**config.mk**
```make
export PLATFORM = sky130hd
export DESIGN_NAME = pll_regs_vco_forwarder
export DESIGN_NICKNAME = d
export VERILOG_FILES = /design/src/core/pll_regs_pkg.sv /design/src/core/pll_regs_vco_forwarder.sv
export SDC_FILE = /design/constraint.sdc
export NUM_CORES = 1
export LEC_CHECK = 0
export BUFFER_PORTS_ARGS = -buffer_cell sky130_fd_sc_hd__buf_2
export CAP_MARGIN = 15
export CORE_ASPECT_RATIO = 2
export CORE_UTILIZATION = 52
export CTS_CLUSTER_DIAMETER = 30
export DETAILED_ROUTE_END_ITERATION = 8
export GPL_TIMING_DRIVEN = 1
export HOLD_SLACK_MARGIN = 0.08
export PLACE_DENSITY = 0.78
export SLEW_MARGIN = 20
export SYNTH_ARGS = -nofsm -noshare
export SYNTH_HDL_FRONTEND = slang
export SYNTH_SLANG_ARGS = --single-unit
```
**constraint.sdc**
```tcl
create_clock -name clk_i -period 14.75 [get_ports clk_i]
set_clock_uncertainty 0.15 [all_clocks]
set_input_delay 2.2125 -clock clk_i [delete_from_list [all_inputs] [get_ports clk_i]]
set_output_delay 2.2125 -clock clk_i [all_outputs]
set_load 0.01 [all_outputs]
```
**src/core/pll_regs_pkg.sv**
```systemverilog
// Package for the synthesizer control register bank and its packet forwarder.
// Assumes a single 100 MHz clock that also stands for the reference input.
package pll_regs_pkg;

   // ==========================================================
   // Register addresses
   localparam logic [4:0] ADDR_ID_PTR   = 5'h00;
   localparam logic [4:0] ADDR_RSV      = 5'h01;
   localparam logic [4:0] ADDR_REFERENCE_DIVIDER   = 5'h02;
   localparam logic [4:0] ADDR_INTG     = 5'h03;
   localparam logic [4:0] ADDR_FRAC     = 5'h04;
   localparam logic [4:0] ADDR_PACKET   = 5'h05;
   localparam logic [4:0] ADDR_LINKRATE = 5'h0a;

   // ==========================================================
   // Field positions and widths
   localparam int PTR_MSB      = 4;
   localparam int SOFT_RST_BIT = 5;
   localparam int RSV_W        = 10;
   localparam int REFERENCE_DIVIDER_W     = 14;
   localparam int INTG_W       = 19;
   localparam int FRAC_W       = 24;
   localparam int RATE_LSB     = 13;
   localparam int RATE_MSB     = 14;
   localparam int PKT_W        = 16;

   // ==========================================================
   // Reset values
   localparam logic [RSV_W-1:0]    RSV_RESET    = 10'h002;
   localparam logic [REFERENCE_DIVIDER_W-1:0] REFERENCE_DIVIDER_RESET = 14'h0001;
   localparam logic [INTG_W-1:0]   INTG_RESET   = 19'h00019;
   localparam logic [FRAC_W-1:0]   FRAC_RESET   = 24'h000000;
   localparam logic [1:0]          RATE_RESET   = 2'h1;
   localparam logic [2:0]          SUBSYS_ID_OSC = 3'h0;

   // ==========================================================
   // Timing
   localparam int CLK_MHZ       = 100;
   localparam int LINK_MAX_MHZ  = 50;
   // Least clock cycles per link clock period, rounded up.
   localparam int LINK_MIN_PERIOD = (CLK_MHZ + LINK_MAX_MHZ - 1) / LINK_MAX_MHZ;

   // ==========================================================
   // Carriers
   typedef struct packed {
      logic        wr;
      logic        rd;
      logic [4:0]  addr;
      logic [23:0] wdata;
   } reg_req_t;

   typedef struct packed {
      logic [8:0] payload;
      logic [3:0] reg_index;
      logic [2:0] target_id;
   } vco_pkt_t;

endpackage

```
**src/core/pll_regs_vco_forwarder.sv**
```systemverilog
// Control register bank with indirect packet forwarder to the oscillator subsystem.
// Assumes the serial port front end presents one-cycle read and write strobes.
`timescale 1ns/100ps
`default_nettype none

module pll_regs_vco_forwarder
   import pll_regs_pkg::*;
#(
   parameter logic [23:0] PART_ID = 24'h5a3c1e, // Value is arbitrary.
   parameter int          DEPTH   = 2
) (
   // Clock, reset, enable
   input  wire logic                clk_i,
   input  wire logic                rst_i,
   input  wire logic                ce_i,
   // Register port
   input  wire reg_req_t            req_i,
   output logic [23:0]              rdata_o,
   output logic                     rvalid_o,
   output logic                     pkt_ready_o,
   // Calibration controller
   input  wire logic                cal_write_i,
   input  wire logic [8:0]          cal_payload_i,
   // Configuration inputs and outputs
   input  wire logic                ref_buffer_on_i,
   output logic [REFERENCE_DIVIDER_W-1:0]      ref_div_o,
   output logic [INTG_W-1:0]        divide_integer_o,
   output logic [FRAC_W-1:0]        divide_fraction_o,
   output logic [4:0]               open_read_ptr_o,
   output logic                     soft_reset_o,
   // Internal link to the oscillator subsystem
   output logic                     internal_vco_serial_clk_o,
   output logic                     internal_vco_serial_data_o,
   output logic                     internal_vco_serial_sel_o
);

   // ==========================================================
   // Register decode
   wire logic wr_id      = req_i.wr && (req_i.addr == ADDR_ID_PTR);
   wire logic wr_rsv     = req_i.wr && (req_i.addr == ADDR_RSV);
   wire logic wr_reference_divider  = req_i.wr && (req_i.addr == ADDR_REFERENCE_DIVIDER);
   wire logic wr_intg    = req_i.wr && (req_i.addr == ADDR_INTG);
   wire logic wr_frac    = req_i.wr && (req_i.addr == ADDR_FRAC);
   wire logic wr_packet  = req_i.wr && (req_i.addr == ADDR_PACKET);
   wire logic wr_rate    = req_i.wr && (req_i.addr == ADDR_LINKRATE);

   logic [RSV_W-1:0]    rsv_q;
   logic [REFERENCE_DIVIDER_W-1:0] reference_divider_q;
   logic [INTG_W-1:0]   intg_q;
   logic [FRAC_W-1:0]   frac_q;
   logic [1:0]          rate_q;
   logic [4:0]          ptr_q;
   logic                srst_q;
   vco_pkt_t            host_pkt_q;
   vco_pkt_t            last_sent_q;
   logic [23:0]         rdata_q;
   logic                rvalid_q;

   // ==========================================================
   // Packet buffer
   localparam int PW = (DEPTH > 1) ? $clog2(DEPTH) : 1;
   localparam logic [PW:0] DEPTH_C = (PW+1)'(DEPTH);

   vco_pkt_t        mem_q [DEPTH];
   logic [PW-1:0]   wptr_q;
   logic [PW-1:0]   rptr_q;
   logic [PW:0]     count_q;

   wire logic       fifo_full  = (count_q == DEPTH_C);
   wire logic       fifo_empty = (count_q == '0);
   wire logic       push_req   = wr_packet || cal_write_i;
   wire logic       push       = push_req && !fifo_full;
   logic            pop;

   // Calibration only owns the payload; id and index stay as the host left them.
   wire vco_pkt_t cal_pkt = '{payload: cal_payload_i,
                             reg_index: host_pkt_q.reg_index,
                             target_id: host_pkt_q.target_id};
   // Host writes win over a calibration write in the same cycle.
   wire vco_pkt_t push_pkt = wr_packet ? vco_pkt_t'(req_i.wdata[PKT_W-1:0])
                                       : cal_pkt;

   function automatic logic [PW-1:0] next_ptr(input logic [PW-1:0] p);
      next_ptr = (p == PW'(DEPTH - 1)) ? '0 : PW'(p + 1'b1);
   endfunction

   always_ff @(posedge clk_i or posedge rst_i) begin
      if (rst_i) begin
         wptr_q  <= '0;
         rptr_q  <= '0;
         count_q <= '0;
      end else if (ce_i) begin
         if (push) begin
            wptr_q <= next_ptr(wptr_q);
         end
         if (pop) begin
            rptr_q <= next_ptr(rptr_q);
         end
         count_q <= count_q + (PW+1)'(push) - (PW+1)'(pop);
      end
   end

   always_ff @(posedge clk_i) begin
      if (ce_i && push) begin
         mem_q[wptr_q] <= push_pkt;
      end
   end

   assign pkt_ready_o = !fifo_full;

   // ==========================================================
   // Register file
   always_ff @(posedge clk_i or posedge rst_i) begin
      if (rst_i) begin
         rsv_q      <= RSV_RESET;
         reference_divider_q   <= REFERENCE_DIVIDER_RESET;
         intg_q     <= INTG_RESET;
         frac_q     <= FRAC_RESET;
         rate_q     <= RATE_RESET;
         ptr_q      <= '0;
         srst_q     <= 1'b0;
         host_pkt_q <= '0;
      end else if (ce_i) begin
         if (wr_rsv) begin
            rsv_q <= req_i.wdata[RSV_W-1:0];
         end
         if (wr_reference_divider) begin
            reference_divider_q <= req_i.wdata[REFERENCE_DIVIDER_W-1:0];
         end
         if (wr_intg) begin
            intg_q <= req_i.wdata[INTG_W-1:0];
         end
         if (wr_frac) begin
            frac_q <= req_i.wdata[FRAC_W-1:0];
         end
         if (wr_rate) begin
            rate_q <= req_i.wdata[RATE_MSB:RATE_LSB];
         end
         if (wr_id) begin
            ptr_q <= req_i.wdata[PTR_MSB:0];
         end
         srst_q <= wr_id && req_i.wdata[SOFT_RST_BIT];
         if (wr_packet && push) begin
            host_pkt_q <= vco_pkt_t'(req_i.wdata[PKT_W-1:0]);
         end
      end
   end

   // The divider is bypassed with a ratio of one while the reference buffer is off.
   assign ref_div_o         = ref_buffer_on_i ? reference_divider_q : REFERENCE_DIVIDER_W'(1);
   assign divide_integer_o  = intg_q;
   assign divide_fraction_o = frac_q;
   assign open_read_ptr_o   = ptr_q;
   assign soft_reset_o      = srst_q;

   // ==========================================================
   // Read path
   logic [23:0] rmux;
   always_comb begin
      rmux = '0;
      case (req_i.addr)
         ADDR_ID_PTR:   rmux = PART_ID;
         ADDR_RSV:      rmux = {14'h0000, rsv_q};
         ADDR_REFERENCE_DIVIDER:   rmux = {10'h000, reference_divider_q};
         ADDR_INTG:     rmux = {5'h00, intg_q};
         ADDR_FRAC:     rmux = frac_q;
         ADDR_PACKET:   rmux = {8'h00, last_sent_q};
         ADDR_LINKRATE: rmux = {9'h000, rate_q, 13'h0000};
         default:       rmux = '0;
      endcase
   end

   always_ff @(posedge clk_i or posedge rst_i) begin
      if (rst_i) begin
         rdata_q  <= '0;
         rvalid_q <= 1'b0;
      end else if (ce_i) begin
         rvalid_q <= req_i.rd;
         if (req_i.rd) begin
            rdata_q <= rmux;
         end
      end
   end

   assign rdata_o  = rdata_q;
   assign rvalid_o = rvalid_q;

   // ==========================================================
   // Link serializer
   // Half period is 2^rate cycles, so the full period is 2^(rate+1); rate 1 divides by four.
   typedef enum logic {LINK_IDLE, LINK_SHIFT} link_state_t;

   link_state_t      state_q;
   logic [3:0]       div_q;
   logic [3:0]       bit_q;
   logic [PKT_W-1:0] sh_q;
   logic             sclk_q;

   wire logic [3:0] half_m1 = 4'((4'h1 << rate_q) - 4'h1);
   wire logic       tick    = (div_q == half_m1);
   wire logic       idle    = (state_q == LINK_IDLE);
   wire logic       fall    = tick && sclk_q;

   // A new packet waits in the buffer until the link is idle.
   assign pop = idle && !fifo_empty;

   always_ff @(posedge clk_i or posedge rst_i) begin
      if (rst_i) begin
         state_q     <= LINK_IDLE;
         div_q       <= '0;
         bit_q       <= '0;
         sh_q        <= '0;
         sclk_q      <= 1'b0;
         last_sent_q <= '0;
      end else if (ce_i) begin
         case (state_q)
            LINK_IDLE: begin
               div_q  <= '0;
               sclk_q <= 1'b0;
               if (pop) begin
                  sh_q        <= mem_q[rptr_q];
                  last_sent_q <= mem_q[rptr_q];
                  bit_q       <= 4'hf;
                  state_q     <= LINK_SHIFT;
               end
            end
            LINK_SHIFT: begin
               div_q <= tick ? 4'h0 : 4'(div_q + 4'h1);
               if (tick) begin
                  sclk_q <= !sclk_q;
               end
               if (fall) begin
                  if (bit_q == 4'h0) begin
                     state_q <= LINK_IDLE;
                  end else begin
                     bit_q <= 4'(bit_q - 4'h1);
                     sh_q  <= {sh_q[PKT_W-2:0], 1'b0};
                  end
               end
            end
            default: state_q <= LINK_IDLE;
         endcase
      end
   end

   // The subsystem decodes id, index and payload; only id zero is acted on.
   assign internal_vco_serial_clk_o  = sclk_q;
   assign internal_vco_serial_data_o = sh_q[PKT_W-1];
   assign internal_vco_serial_sel_o  = !idle;

   // ==========================================================
   // Checks
   logic [4:0] rise_cnt_q;
   always_ff @(posedge clk_i or posedge rst_i) begin
      if (rst_i) begin
         rise_cnt_q <= '0;
      end else if (ce_i) begin
         if (idle) begin
            rise_cnt_q <= '0;
         end else if (tick && !sclk_q) begin
            rise_cnt_q <= 5'(rise_cnt_q + 5'h1);
         end
      end
   end

   // The link clock is timed from its own edges, so a wrong divider shows at the first fall.
   logic       clk_prev_q;
   logic [3:0] hold_q;
   always_ff @(posedge clk_i or posedge rst_i) begin
      if (rst_i) begin
         clk_prev_q <= 1'b0;
         hold_q     <= '0;
      end else if (ce_i) begin
         clk_prev_q <= sclk_q;
         if (sclk_q != clk_prev_q) begin
            hold_q <= 4'h1;
         end else if (hold_q != 4'hf) begin
            hold_q <= 4'(hold_q + 4'h1);
         end
      end
   end
endmodule

`default_nettype wire

```
==> summary.md, run 1 <==
| Metric | Value |
|---|---|
| Mapped Cells | `between 600 and 700` |
| Combinational fraction of design power | `0.256` |
| WL per Instance | `20.64 µm` |
| Sw Ratio | `0.3340` |
| Max stage delay on crit path | `around 260 ps` |
| P_int | `~1 mW` |
| DP Wirelength | `about 15000 µm` |
| Seq pwr share | `0.467` |
| Vias | `between 6000 and 7000` |
| #FFs+latches synth | `185` |
| Hold Path Class | `flop to flop` |
| Die H | `~180 µm` |
| VDD IR max | `around 0.10 mV` |
| Synthesized area per cell | `approximately 12 µm²` |
| Netlist Area Pre-Place | `8368 µm²` |
| Worst path cell trace | `buf_2, and2_1, buf_2` |
| Post-DRT Antenna Nets | `0` |
| Synthesized net count | `roughly 740` |
| Die Wd | `91.70 µm` |
| Final WL | `~21000 µm` |
| Reg-to-reg startpoint | `internal_vco_serial_sel_o` |
| Netlist cell types | `between 50 and 60` |
| DR pass1 iterations | `5` |
| R2R depth | `6` |
| Area grow syn2layout | `15.15%` |
| Fin crit share | `0.3485` |
| Die area | `about 17000 µm²` |
| Lkg Pwr | `approximately 4.6 nW` |
| Clk_lat worst skew | `between 400 and 500 ps` |
| Post-layout worst setup margin | `9610 ps` |
| Max_slew headroom | `0.2656` |
| Initial Utilization | `0.5304` |
| Nets | `~860` |
| GRT Total Usage | `0.2650` |
| Crit path buffers/inverters | `2` |
| Crit end category | `output port` |
| Resized cells post-CTS | `0` |
| Initial DRC Count | `443` |
| WP data required | `12390 ps` |
| Initial antenna violation count | `0` |
| Final-report hold violation count | `0` |
| Largest net degree at the start of global routing | `86` |
| Cell at the slowest stage of the critical path | `buf_2` |
| Tmin final | `approximately 5000 ps` |
| Power per cell area | `approximately 160 nW/µm²` |
| Clk root buf | `clkbuf_16` |
| Most used cell, CP | `buf_2` |
| Clock sinks | `between 150 and 200` |
| Fill count | `approximately 1300` |
| Critical Path AT | `~2800 ps` |
| Worst-case clock buffer depth | `2` |
| Type of the worst setup path | `primary input to output port` |
| Register area share after synthesis | `0.5733` |
| WHS Path Cells | `2` |
| Sink of the worst hold path | `rdata_o[21]` |
| Post-CTS setup buffer count | `0` |
| Avg Vias per Cell | `around 6` |
| Worst-path clk slew | `60 ps` |
| CTS Buf Count | `17` |
| Setup slack after placement | `9456 ps` |
| Startpoint types | `primary input` |
| P_sw | `0.5087 mW` |
| CORE AREA | `approximately 16000 µm²` |
| Setup TNS | `0 ps` |
| RSZ-0062 raised after global routing | `false` |
| Max-cap violations | `0` |
| Slew Viols, Final | `0` |
| Hold_buf cts | `0` |
| Final Wtd Congestion | `~0.84` |
| Status | `complete, no violations` |
| Final setup viols | `0` |
| # IOs | `roughly 140` |
| Warnings, synthesis | `0` |
| H-tree levels | `4` |
| N_diodes | `0` |
| Largest delay share family, worst path | `buffers and inverters` |
| Reg2reg end | `last_sent_q[0]` |
| Clock power share | `0.277` |
| DRC | `0` |
| Critical-path maximum fanout | `14` |
| Slew @ Worst Pin | `between 1000 and 1500 ps` |
| Hold path start | `rdata_o[21]` |
| Reg2reg setup slack | `11700 ps` |
| Ratio of cells with drive above 1 in the final layout | `0.3692` |
| EDFF count, synth | `32` |
| Main synth FF type | `dfrtp_1` |
| Max Fclk | `around 190 MHz` |
| Row count | `65` |
| Global-route wire length before repair | `approximately 33000 µm` |
| # port buffers | `roughly 140` |
| Grt total ovfl | `0` |
| Hold_ws | `315.3 ps` |
| CTS tree | `yes` |
| WP depth | `3` |
| Async SR Flop Fraction | `0.8270` |
| Number of global-route vias before repair | `around 6000` |
-- power groups by stage --
stage / clock, mW / combinational (mW) / sequential, mW
6_report: 0.421 / 0.390 / 0.711
5_1_grt: 0.443 / 0.433 / 0.723
4_1_cts: 0.424 / 0.389 / 0.710
3_5_place_dp: 0 / 0.387 / 0.717
3_3_place_gp: 0 / 0.374 / 0.715
2_1_floorplan: 0 / 0.283 / 0.700
-- tightest hold or removal path, cell delays in order, from the launching register on --
cell and delay, ps:
dfrtp_1 340, nand2_1 50, nand2_1 50
-- synth_stat cells (5+ instances only) --
| library cell | number | area (µm²) |
|---|---|---|
| a22oi_1 | 7 | 52.55 |
| nand4_1 | 33 | 206.5 |
| a222oi_1 | 8 | 80.08 |
| nand2_1 | 88 | 330.3 |
| nor3_1 | 7 | 35.03 |
| mux2_4 | 10 | 150.1 |
| nand3_1 | 22 | 110.1 |
| a21oi_1 | 17 | 85.08 |
| o2bb2ai_1 | 5 | 43.79 |
| clkbuf_1 | 27 | 101.4 |
| mux2_2 | 102 | 1149 |
| and2_1 | 16 | 100.1 |
| buf_2 | 10 | 50.05 |
| edfxtp_1 | 32 | 960.9 |
| a221oi_1 | 10 | 87.58 |
| nor2_1 | 25 | 93.84 |
| dfrtp_1 | 147 | 3679 |
| nand2b_1 | 6 | 37.54 |
| inv_1 | 14 | 52.55 |
| and3_1 | 6 | 37.54 |
| a31oi_1 | 8 | 50.05 |
| o21ai_0 | 21 | 105.1 |
| ha_1 | 5 | 62.56 |
| dfstp_2 | 6 | 157.7 |
| mux2i_1 | 5 | 50.05 |
-- layer usage --
layer / vias up / global-route usage / wire, µm
met3: 56 / 0.04899 / 1036
met4: 0 / 0.1400 / 923
met2: 230 / 0.4595 / 11240
met5: - / 0 / 0
met1: 3076 / 0.3090 / 7831
li1: 2745 / - / -
-- cell families (layout without fill, tap and decap cells) --
group	after synthesis	count (layout)	share of synthesized area
XOR/XNOR	5	5	0.005234
AND/OR/NAND/NOR	224	224	0.1361
flip-flops	185	185	0.5733
buffers and inverters	60	186	0.03484
multiplexers	117	117	0.1612
adder cells (fa/ha/maj)	5	5	0.007476
AO/OA/AOI/OAI	96	96	0.08194
-- placed cells by master, fill, tap and decap left out, types with 3 or more instances in the layout --
cell,count
inv_1,13
or2_2,3
dfstp_2,6
dfrtp_1,147
nand2b_1,6
a31oi_1,8
a22oi_1,7
mux2_4,10
and2_1,16
o2bb2ai_1,5
mux2i_1,5
and3_1,5
a221oi_1,10
edfxtp_1,32
or3_1,3
inv_6,6
a222oi_1,8
nand3_1,22
buf_2,136
a21o_1,3
nor3_1,7
o22ai_1,4
nor2_1,24
a21oi_1,17
buf_4,4
o21ai_0,21
nand4_1,33
nor2b_1,3
mux2_2,102
nand2_1,88
xor2_1,3
ha_1,5
clkbuf_16,17
-- worst max-delay path by stage --
stage                               start             to  slack, ps
final                     ref_buffer_on_i  ref_div_o[10]       9610
after global routing      ref_buffer_on_i  ref_div_o[13]       9550
after detailed placement        req_i[24]     count_q[1]       9460
after global placement          req_i[24]     count_q[1]       9550
after floorplan                     rst_i       bit_q[0]       8280
after CTS                 ref_buffer_on_i  ref_div_o[13]       9580
-- state kept, by name, summed over array words and instances (netlist names), 4 cells and up --
register / flops
mem_q: 32
open_read_ptr_o: 5
divide_integer_o: 19
divide_fraction_o: 24
rdata_o: 24
div_q: 4
cal_pkt: 7
bit_q: 4
rsv_q: 10
last_sent_q: 16
reference_divider_q: 14
sh_q: 16
-- stage by stage --
stage | power, mW | cells | util | cell area (µm²)
after floorplan | 0.9833 | 692 | - | 8368
after global placement | 1.088 | 987 | 0.5765 | 9096
after detailed placement | 1.105 | 987 | 0.5765 | 9096
after CTS | 1.523 | 1019 | 0.6105 | 9632
after global routing | 1.600 | 1019 | 0.6107 | 9635
final | 1.523 | 1019 | 0.6107 | 9635
-- cell type report --
class	instances	area, µm²	area share
multi-input combinational	447	3283	0.3407
clock inverter	12	88.84	0.009220
tap	201	251.5	0.02610
clock buffer	20	446.7	0.04636
inverter	14	57.56	0.005973
timing repair buffer	140	710.7	0.07376
sequential	185	4797	0.4979
(Power assumes the default switching activity.)
==> inputs of run 2 (changes only) <==
- ABC_AREA: unset -> 1
- clock period: 14.75 -> 5.3 ns (I/O delays scaled with it)
==> summary.md, run 2 <==
| Metric | Value |
|---|---|
| Max-cap violations | `0 (unchanged)` |
| H-tree levels | `4 (unchanged)` |
| Synthesized net count | `1033 (+39%)` |
| Max Fclk | `approximately 350 MHz` |
| DR pass1 iterations | `5 (unchanged)` |
| Final-report hold violation count | `0 (unchanged)` |
| Final Wtd Congestion | `0.9251 (+10%)` |
| Combinational fraction of design power | `0.237 (-0.019)` |
| Critical Path AT | `3030 ps (+250 ps)` |
| #FFs+latches synth | `185 (unchanged)` |
| Reg-to-reg startpoint | `internal_vco_serial_sel_o` |
| Largest net degree at the start of global routing | `69 (-20%)` |
| Main synth FF type | `dfrtp_1` |
| # port buffers | `136 (unchanged)` |
| Resized cells post-CTS | `0 (unchanged)` |
| Slew @ Worst Pin | `950.7 ps (-150.9 ps)` |
| Max FFs per register | `32 (unchanged)` |
| Post-synth top area share | `0.4399 (about the same)` |
| Post-layout worst setup margin | `2434 ps (-7177 ps)` |
| Largest delay share family, worst path | `simple AND/OR/NAND/NOR gates` |
| Lkg Pwr | `5.248 nW (+15%)` |
| Final setup viols | `0 (unchanged)` |
| Critical-path maximum fanout | `35 (+21)` |
| Ratio of cells with drive above 1 in the final layout | `0.1933 (-0.1758)` |
| Nets | `1149 (+34%)` |
| Synth Area in Simple Gates | `0.2558 (+0.1198)` |
| Max stage delay on crit path | `320 ps (+60 ps)` |
| Status | `complete, no violations` |
| Post-synth top area cell | `dfrtp_1` |
| Clk root buf | `clkbuf_16` |
| Warnings, synthesis | `0 (unchanged)` |
| Worst-path clk slew | `70 ps (about the same)` |
| DRC | `0 (unchanged)` |
| Fin crit share | `0.5408` |
| Startpoint types | `primary input` |
| Sw Ratio | `0.3424 (+0.008354)` |
| Post-synthesis adder-cell area fraction | `0.007481 (about the same)` |
| Hold Path Class | `primary input to asynchronous set/reset pin` |
| Row count | `65 (unchanged)` |
| Initial DRC Count | `500 (+13%)` |
| Power per cell area | `430.1 nW/µm² (+170%)` |
| Cell at the slowest stage of the critical path | `nor2_4` |
| Seq pwr share | `0.463 (-0.004)` |
| Largest Register | `mem_q` |
| Leading cell type in the layout, fill and taps excluded | `nand2_1` |
| Global-route wire length before repair | `35000 µm (+5.6%)` |
| Max_slew headroom | `0.3639 (+0.09828)` |
| Tmin final | `about 2900 ps` |
| N_diodes | `0 (unchanged)` |
| # IOs | `137 (unchanged)` |
| Register area share after synthesis | `0.5736 (about the same)` |
| Post-DRT Antenna Nets | `0 (unchanged)` |
| Top-count cell post-synth | `nand2_1` |
| WP data required | `5470 ps (-6920 ps)` |
| Vias | `7052 (+15%)` |
| Clock power share | `0.300 (+0.023)` |
| Post-synth top cells | `435 x nand2_1, 147 x dfrtp_1, 107 x o21ai_0, 70 x inv_1, 32 x edfxtp_1` |
| Mux contribution to synthesized area | `0.005386 (-0.1558)` |
| Synth Area in Compound Gates | `0.09037 (+0.008427)` |
| R2R depth | `7 (+1)` |
| Post-CTS setup buffer count | `0 (unchanged)` |
| Mapped Cells | `983 (+42%)` |
| P_int | `2.743 mW (+170%)` |
| Ranking of synthesized cells by area | `dfrtp_1 44%, nand2_1 20%, edfxtp_1 11%` |
| Worst-case clock buffer depth | `2 (unchanged)` |
| Area grow syn2layout | `15.95%` |
| Synthesized area per cell | `8.508 µm² (-30%)` |
| WL per Instance | `16.74 µm (-19%)` |
| Total power | `4.171 mW (+170%)` |
| Slew Viols, Final | `0 (unchanged)` |
| Number of global-route vias before repair | `6769 (+12%)` |
| Initial antenna violation count | `0 (unchanged)` |
| Die Wd | `91.68 µm (about the same)` |
| VDD IR max | `0.2461 mV (+140%)` |
| Async SR Flop Fraction | `0.8270 (unchanged)` |
| EDFF count, synth | `32 (unchanged)` |
| Reg2reg end | `sh_q[7]` |
| Crit path buffers/inverters | `4 (+2)` |
| Crit end category | `flop` |
| Hold_buf cts | `0 (unchanged)` |
| Avg Vias per Cell | `5.371 (-10%)` |
| Worst path cell trace | `buf_2, inv_2, nand3_2, nor2_4, nand2_4, a21oi_1, inv_1, ha_1, inv_1, ha_1, a21oi_1, o21ai_0, xor2_1` |
| Most frequent cells in the layout | `435 x nand2_1, 147 x dfrtp_1, 136 x buf_2, 107 x o21ai_0, 69 x inv_1` |
| CTS Buf Count | `17 (unchanged)` |
| Type of the worst setup path | `primary input to flop` |
| Final core utilization | `0.6146 (+0.003886)` |
| Setup slack after placement | `1997 ps (-7458 ps)` |
| Hold_ws | `291.4 ps (-23.89 ps)` |
| Netlist Area Pre-Place | `8363 µm² (about the same)` |
| Reg2reg setup slack | `2530 ps (-9170 ps)` |
| GRT Total Usage | `0.2766 (+0.01158)` |
| Combinational family with the most area after synthesis | `simple AND/OR/NAND/NOR gates` |
| CTS tree | `yes` |
| P_sw | `1.428 mW (+180%)` |
| DP Wirelength | `16070 µm (+9.0%)` |
| Die area | `16620 µm² (about the same)` |
| Setup TNS | `0 ps (unchanged)` |
| Netlist cell types | `36 (-39%)` |
| Die H | `181.3 µm (about the same)` |
| Post-Synth XOR/XNOR Area | `0.003142 (-0.002091)` |
| Clk_lat worst skew | `440 ps (about the same)` |
| Clock sinks | `185 (unchanged)` |
| CORE AREA | `15780 µm² (unchanged)` |
| Initial Utilization | `0.5301 (about the same)` |
| RSZ-0062 raised after global routing | `false` |
| Grt total ovfl | `0 (unchanged)` |
| Final WL | `21980 µm (+4.5%)` |
## run 2: cell count changes after synthesis, sizes merged, moves of 11 or more
cell	change
mux2	-108
inv	+61
nand2	+351
o21ai	+103
buf	+11
and2	-16
## run 2: routing by layer
layer,vias to the layer above,share of wire,GRT usage
li1,3374,-,-
met3,63,0.038,0.03788
met2,210,0.53,0.4893
met1,3405,0.37,0.3109
met4,0,0.056,0.1676
met5,-,0,0
## run 2: cells by family after synthesis
family          count (synthesis)
compound gates                144
xor+xnor                        3
fa+ha+maj                       5
buf+inv                       124
flops                         185
mux                             4
simple gates                  518
## run 2: power groups by stage
stage	logic, mW	clock network [mW]	registers (mW)
final	0.989	1.25	1.93
after global routing	1.13	1.31	1.96
after CTS	0.996	1.25	1.93
after detailed placement	0.990	0	1.95
after global placement	0.959	0	1.94
after floorplan	0.723	0	1.90
## run 2: area by class of cell
cell class | instances | area, µm²
fill | 1406 | 6081
sequential | 185 | 4797
multi-input combinational | 674 | 3029
timing repair buffer | 146 | 755.7
clock buffer | 20 | 467.9
inverter | 75 | 286.5
tap | 201 | 251.5
clock inverter | 12 | 108.9
## run 2: how the worst max path moves through the flow
stage	slack, ps	to	depth (start not counted)	from
2_1_floorplan	240	bit_q[0]	1	rst_i
3_3_place_gp	2110	count_q[1]	13	req_i[28]
3_5_place_dp	2000	count_q[1]	13	req_i[28]
4_1_cts	2450	count_q[1]	13	req_i[28]
5_1_grt	2240	sh_q[15]	7	internal_vco_serial_sel_o
6_report	2430	count_q[1]	13	req_i[28]
## run 2: through the flow
stage,instances,instance area (µm²)
floorplan,983,8363
global placement,1281,9120
detailed placement,1281,9120
CTS,1313,9697
global route,1313,9697
finish,1313,9697
## run 2: worst register-to-register path: stages (launching register included)
cell	delay (ps)
dfrtp_1	680
inv_1	140
buf_4	240
o21ai_0	230
nand2_1	190
nand4_1	710
nand2_1	240
nand2_1	80
==> inputs of run 3 (changes only) <==
- ABC_AREA: 1 -> 0
- clock period: 5.3 -> 2.7 ns (I/O delays scaled with it)
==> summary.md, run 3 (synthesis results as in run 1) <==
| Metric | Value |
|---|---|
| Status | `complete, no violations` |
| R2R depth | `6 (-1)` |
| CTS tree | `yes` |
| Post-layout worst setup margin | `463.1 ps (-1970 ps)` |
| Cell at the slowest stage of the critical path | `or3_1` |
| Power per cell area | `871.6 nW/µm² (+100%)` |
| Fin area | `9986 µm² (+3.0%)` |
| VDD IR max | `0.5446 mV (+120%)` |
| Hold_ws | `90.55 ps (-200.8 ps)` |
| Die Wd | `91.70 µm (about the same)` |
| Final core utilization | `0.6329 (+0.01832)` |
| Lkg Pwr | `4.759 nW (-9.3%)` |
| Max FFs per register | `32 (unchanged)` |
| Hold Path Class | `primary input to flop` |
| Row count | `65 (unchanged)` |
| Slew @ Worst Pin | `843.3 ps (-107.4 ps)` |
| DP Wirelength | `15870 µm (-1.3%)` |
| Setup TNS | `0 ps (unchanged)` |
| Global-route wire length before repair | `35240 µm (+0.67%)` |
| Area grow syn2layout | `19.33%` |
| WL per Instance | `21.07 µm (+26%)` |
| Tmin final | `between 2000 and 2500 ps` |
| Die area | `16630 µm² (about the same)` |
| Vias | `6258 (-11%)` |
| Nets | `886 (-23%)` |
| Largest Register | `mem_q` |
| Startpoint types | `flop` |
| Setup slack after placement | `213.3 ps (-1784 ps)` |
| Final Wtd Congestion | `0.8579 (-7.3%)` |
| Fin crit share | `0.8285` |
| Max-cap violations | `0 (unchanged)` |
| Reg-to-reg startpoint | `rate_q[1]` |
| CTS Buf Count | `17 (unchanged)` |
| Critical-path maximum fanout | `15 (-57%)` |
| Max Fclk | `~450 MHz` |
| Initial Utilization | `0.5304 (about the same)` |
| H-tree levels | `4 (unchanged)` |
| Seq pwr share | `0.449 (-0.014)` |
| Max_slew headroom | `0.4378 (+0.07396)` |
| Initial antenna violation count | `0 (unchanged)` |
| Clk_lat worst skew | `440 ps (about the same)` |
| Die H | `181.4 µm (about the same)` |
| Initial DRC Count | `457 (-8.6%)` |
| N_diodes | `0 (unchanged)` |
| # port buffers | `136 (unchanged)` |
| Clock sinks | `185 (unchanged)` |
| Slew Viols, Final | `0 (unchanged)` |
| Type of the worst setup path | `flop to flop` |
| Crit end category | `flop` |
| Post-CTS setup buffer count | `0 (unchanged)` |
| Post-DRT Antenna Nets | `0 (unchanged)` |
| Post-Place Cell Area | `9305 µm² (+2.0%)` |
| Worst path cell trace | `or3_1, a2111oi_4, or2_2, buf_4, o21ai_0, a22oi_1` |
| Grt total ovfl | `0 (unchanged)` |
| GRT Total Usage | `0.2793 (+0.002758)` |
| RSZ-0062 raised after global routing | `false` |
| Worst-case clock buffer depth | `2 (unchanged)` |
| Worst-path clk slew | `70 ps (about the same)` |
| Leading cell type in the layout, fill and taps excluded | `dfrtp_1` |
| Number of global-route vias before repair | `6456 (-4.6%)` |
| Clock power share | `0.294 (-0.006)` |
| Final-report hold violation count | `0 (unchanged)` |
| DRC | `0 (unchanged)` |
| DR pass1 iterations | `9 (+4)` |
| Crit path from | `rate_q[1]` |
| Hold path start | `req_i[18]` |
| Fill count | `1259 (-10%)` |
| Clk root buf | `clkbuf_16` |
| Max stage delay on crit path | `450 ps (+130 ps)` |
| Ratio of cells with drive above 1 in the final layout | `0.3840 (+0.1906)` |
| P_sw | `2.884 mW (+100%)` |
| Largest net degree at the start of global routing | `62 (-10%)` |
| WP data required | `2900 ps (-2570 ps)` |
| Sw Ratio | `0.3313 (-0.01103)` |
| Most frequent cells in the layout | `147 x dfrtp_1, 136 x buf_2, 102 x mux2_2, 88 x nand2_1, 33 x nand4_1` |
| P_int | `5.820 mW (+110%)` |
| Resized cells post-CTS | `0 (unchanged)` |
| CORE AREA | `15780 µm² (unchanged)` |
| Final WL | `22130 µm (+0.65%)` |
| Hold_buf cts | `8 (+8)` |
| # IOs | `137 (unchanged)` |
| Final setup viols | `0 (unchanged)` |
| Avg Vias per Cell | `5.960 (+11%)` |
| Combinational fraction of design power | `0.257 (+0.020)` |
| WHS Path Cells | `2` |
| Critical Path AT | `2440 ps (-590 ps)` |
run 3: layout make-up:
| cell class | count | area [µm²] | share of cell area |
|---|---|---|---|
| clock buffers | 19 | 442.9 | 0.04436 |
| clock inverters | 13 | 155.1 | 0.01554 |
| inverters | 14 | 56.30 | 0.005638 |
| multi-input cells | 447 | 3282 | 0.3287 |
| flip-flops and latches | 185 | 4797 | 0.4804 |
| well taps | 201 | 251.5 | 0.02518 |
| repair buffers | 171 | 1001 | 0.1002 |
run 3: routing by layer:
layer  part of all wire  global-route usage
met5                  0                   0
met2               0.53              0.4794
met3              0.051             0.04020
met1               0.37              0.3336
met4              0.053              0.1575
run 3: power groups by stage:
stage	combinational [mW]	clock (mW)	sequential (mW)
after floorplan	1.55	0	3.82
after global placement	2.13	0	3.92
after detailed placement	2.21	0	3.94
after CTS	2.24	2.58	3.90
after global routing	2.48	2.68	3.98
final	2.24	2.56	3.91
run 3: stage by stage:
step                std cells  power [mW]
finish                   1050       8.704
floorplan                 692       5.373
detailed placement       1010       6.151
global route             1050       9.136
global placement         1010       6.050
CTS                      1050       8.725
run 3: worst paths after layout:
| kind | end | slack, ps |
|---|---|---|
| setup / recovery | bit_q[0] | 460 |
| hold / removal | divide_fraction_o[18] | 90 |
| setup reg to reg | bit_q[0] | 460 |
| hold reg to reg | sh_q[0] | 330 |
| max in group asynchronous | reference_divider_q[0] | 1250 |
| min in group asynchronous | internal_vco_serial_sel_o | 410 |
run 3: critical path: cells and delay by family (launching register included):
| family | cells | cell delay (ps) |
|---|---|---|
| AOI/OAI and AO/OA | 3 | 510 |
| buffers and inverters | 1 | 210 |
| DFF | 1 | 430 |
| and+or+nand+nor | 2 | 840 |
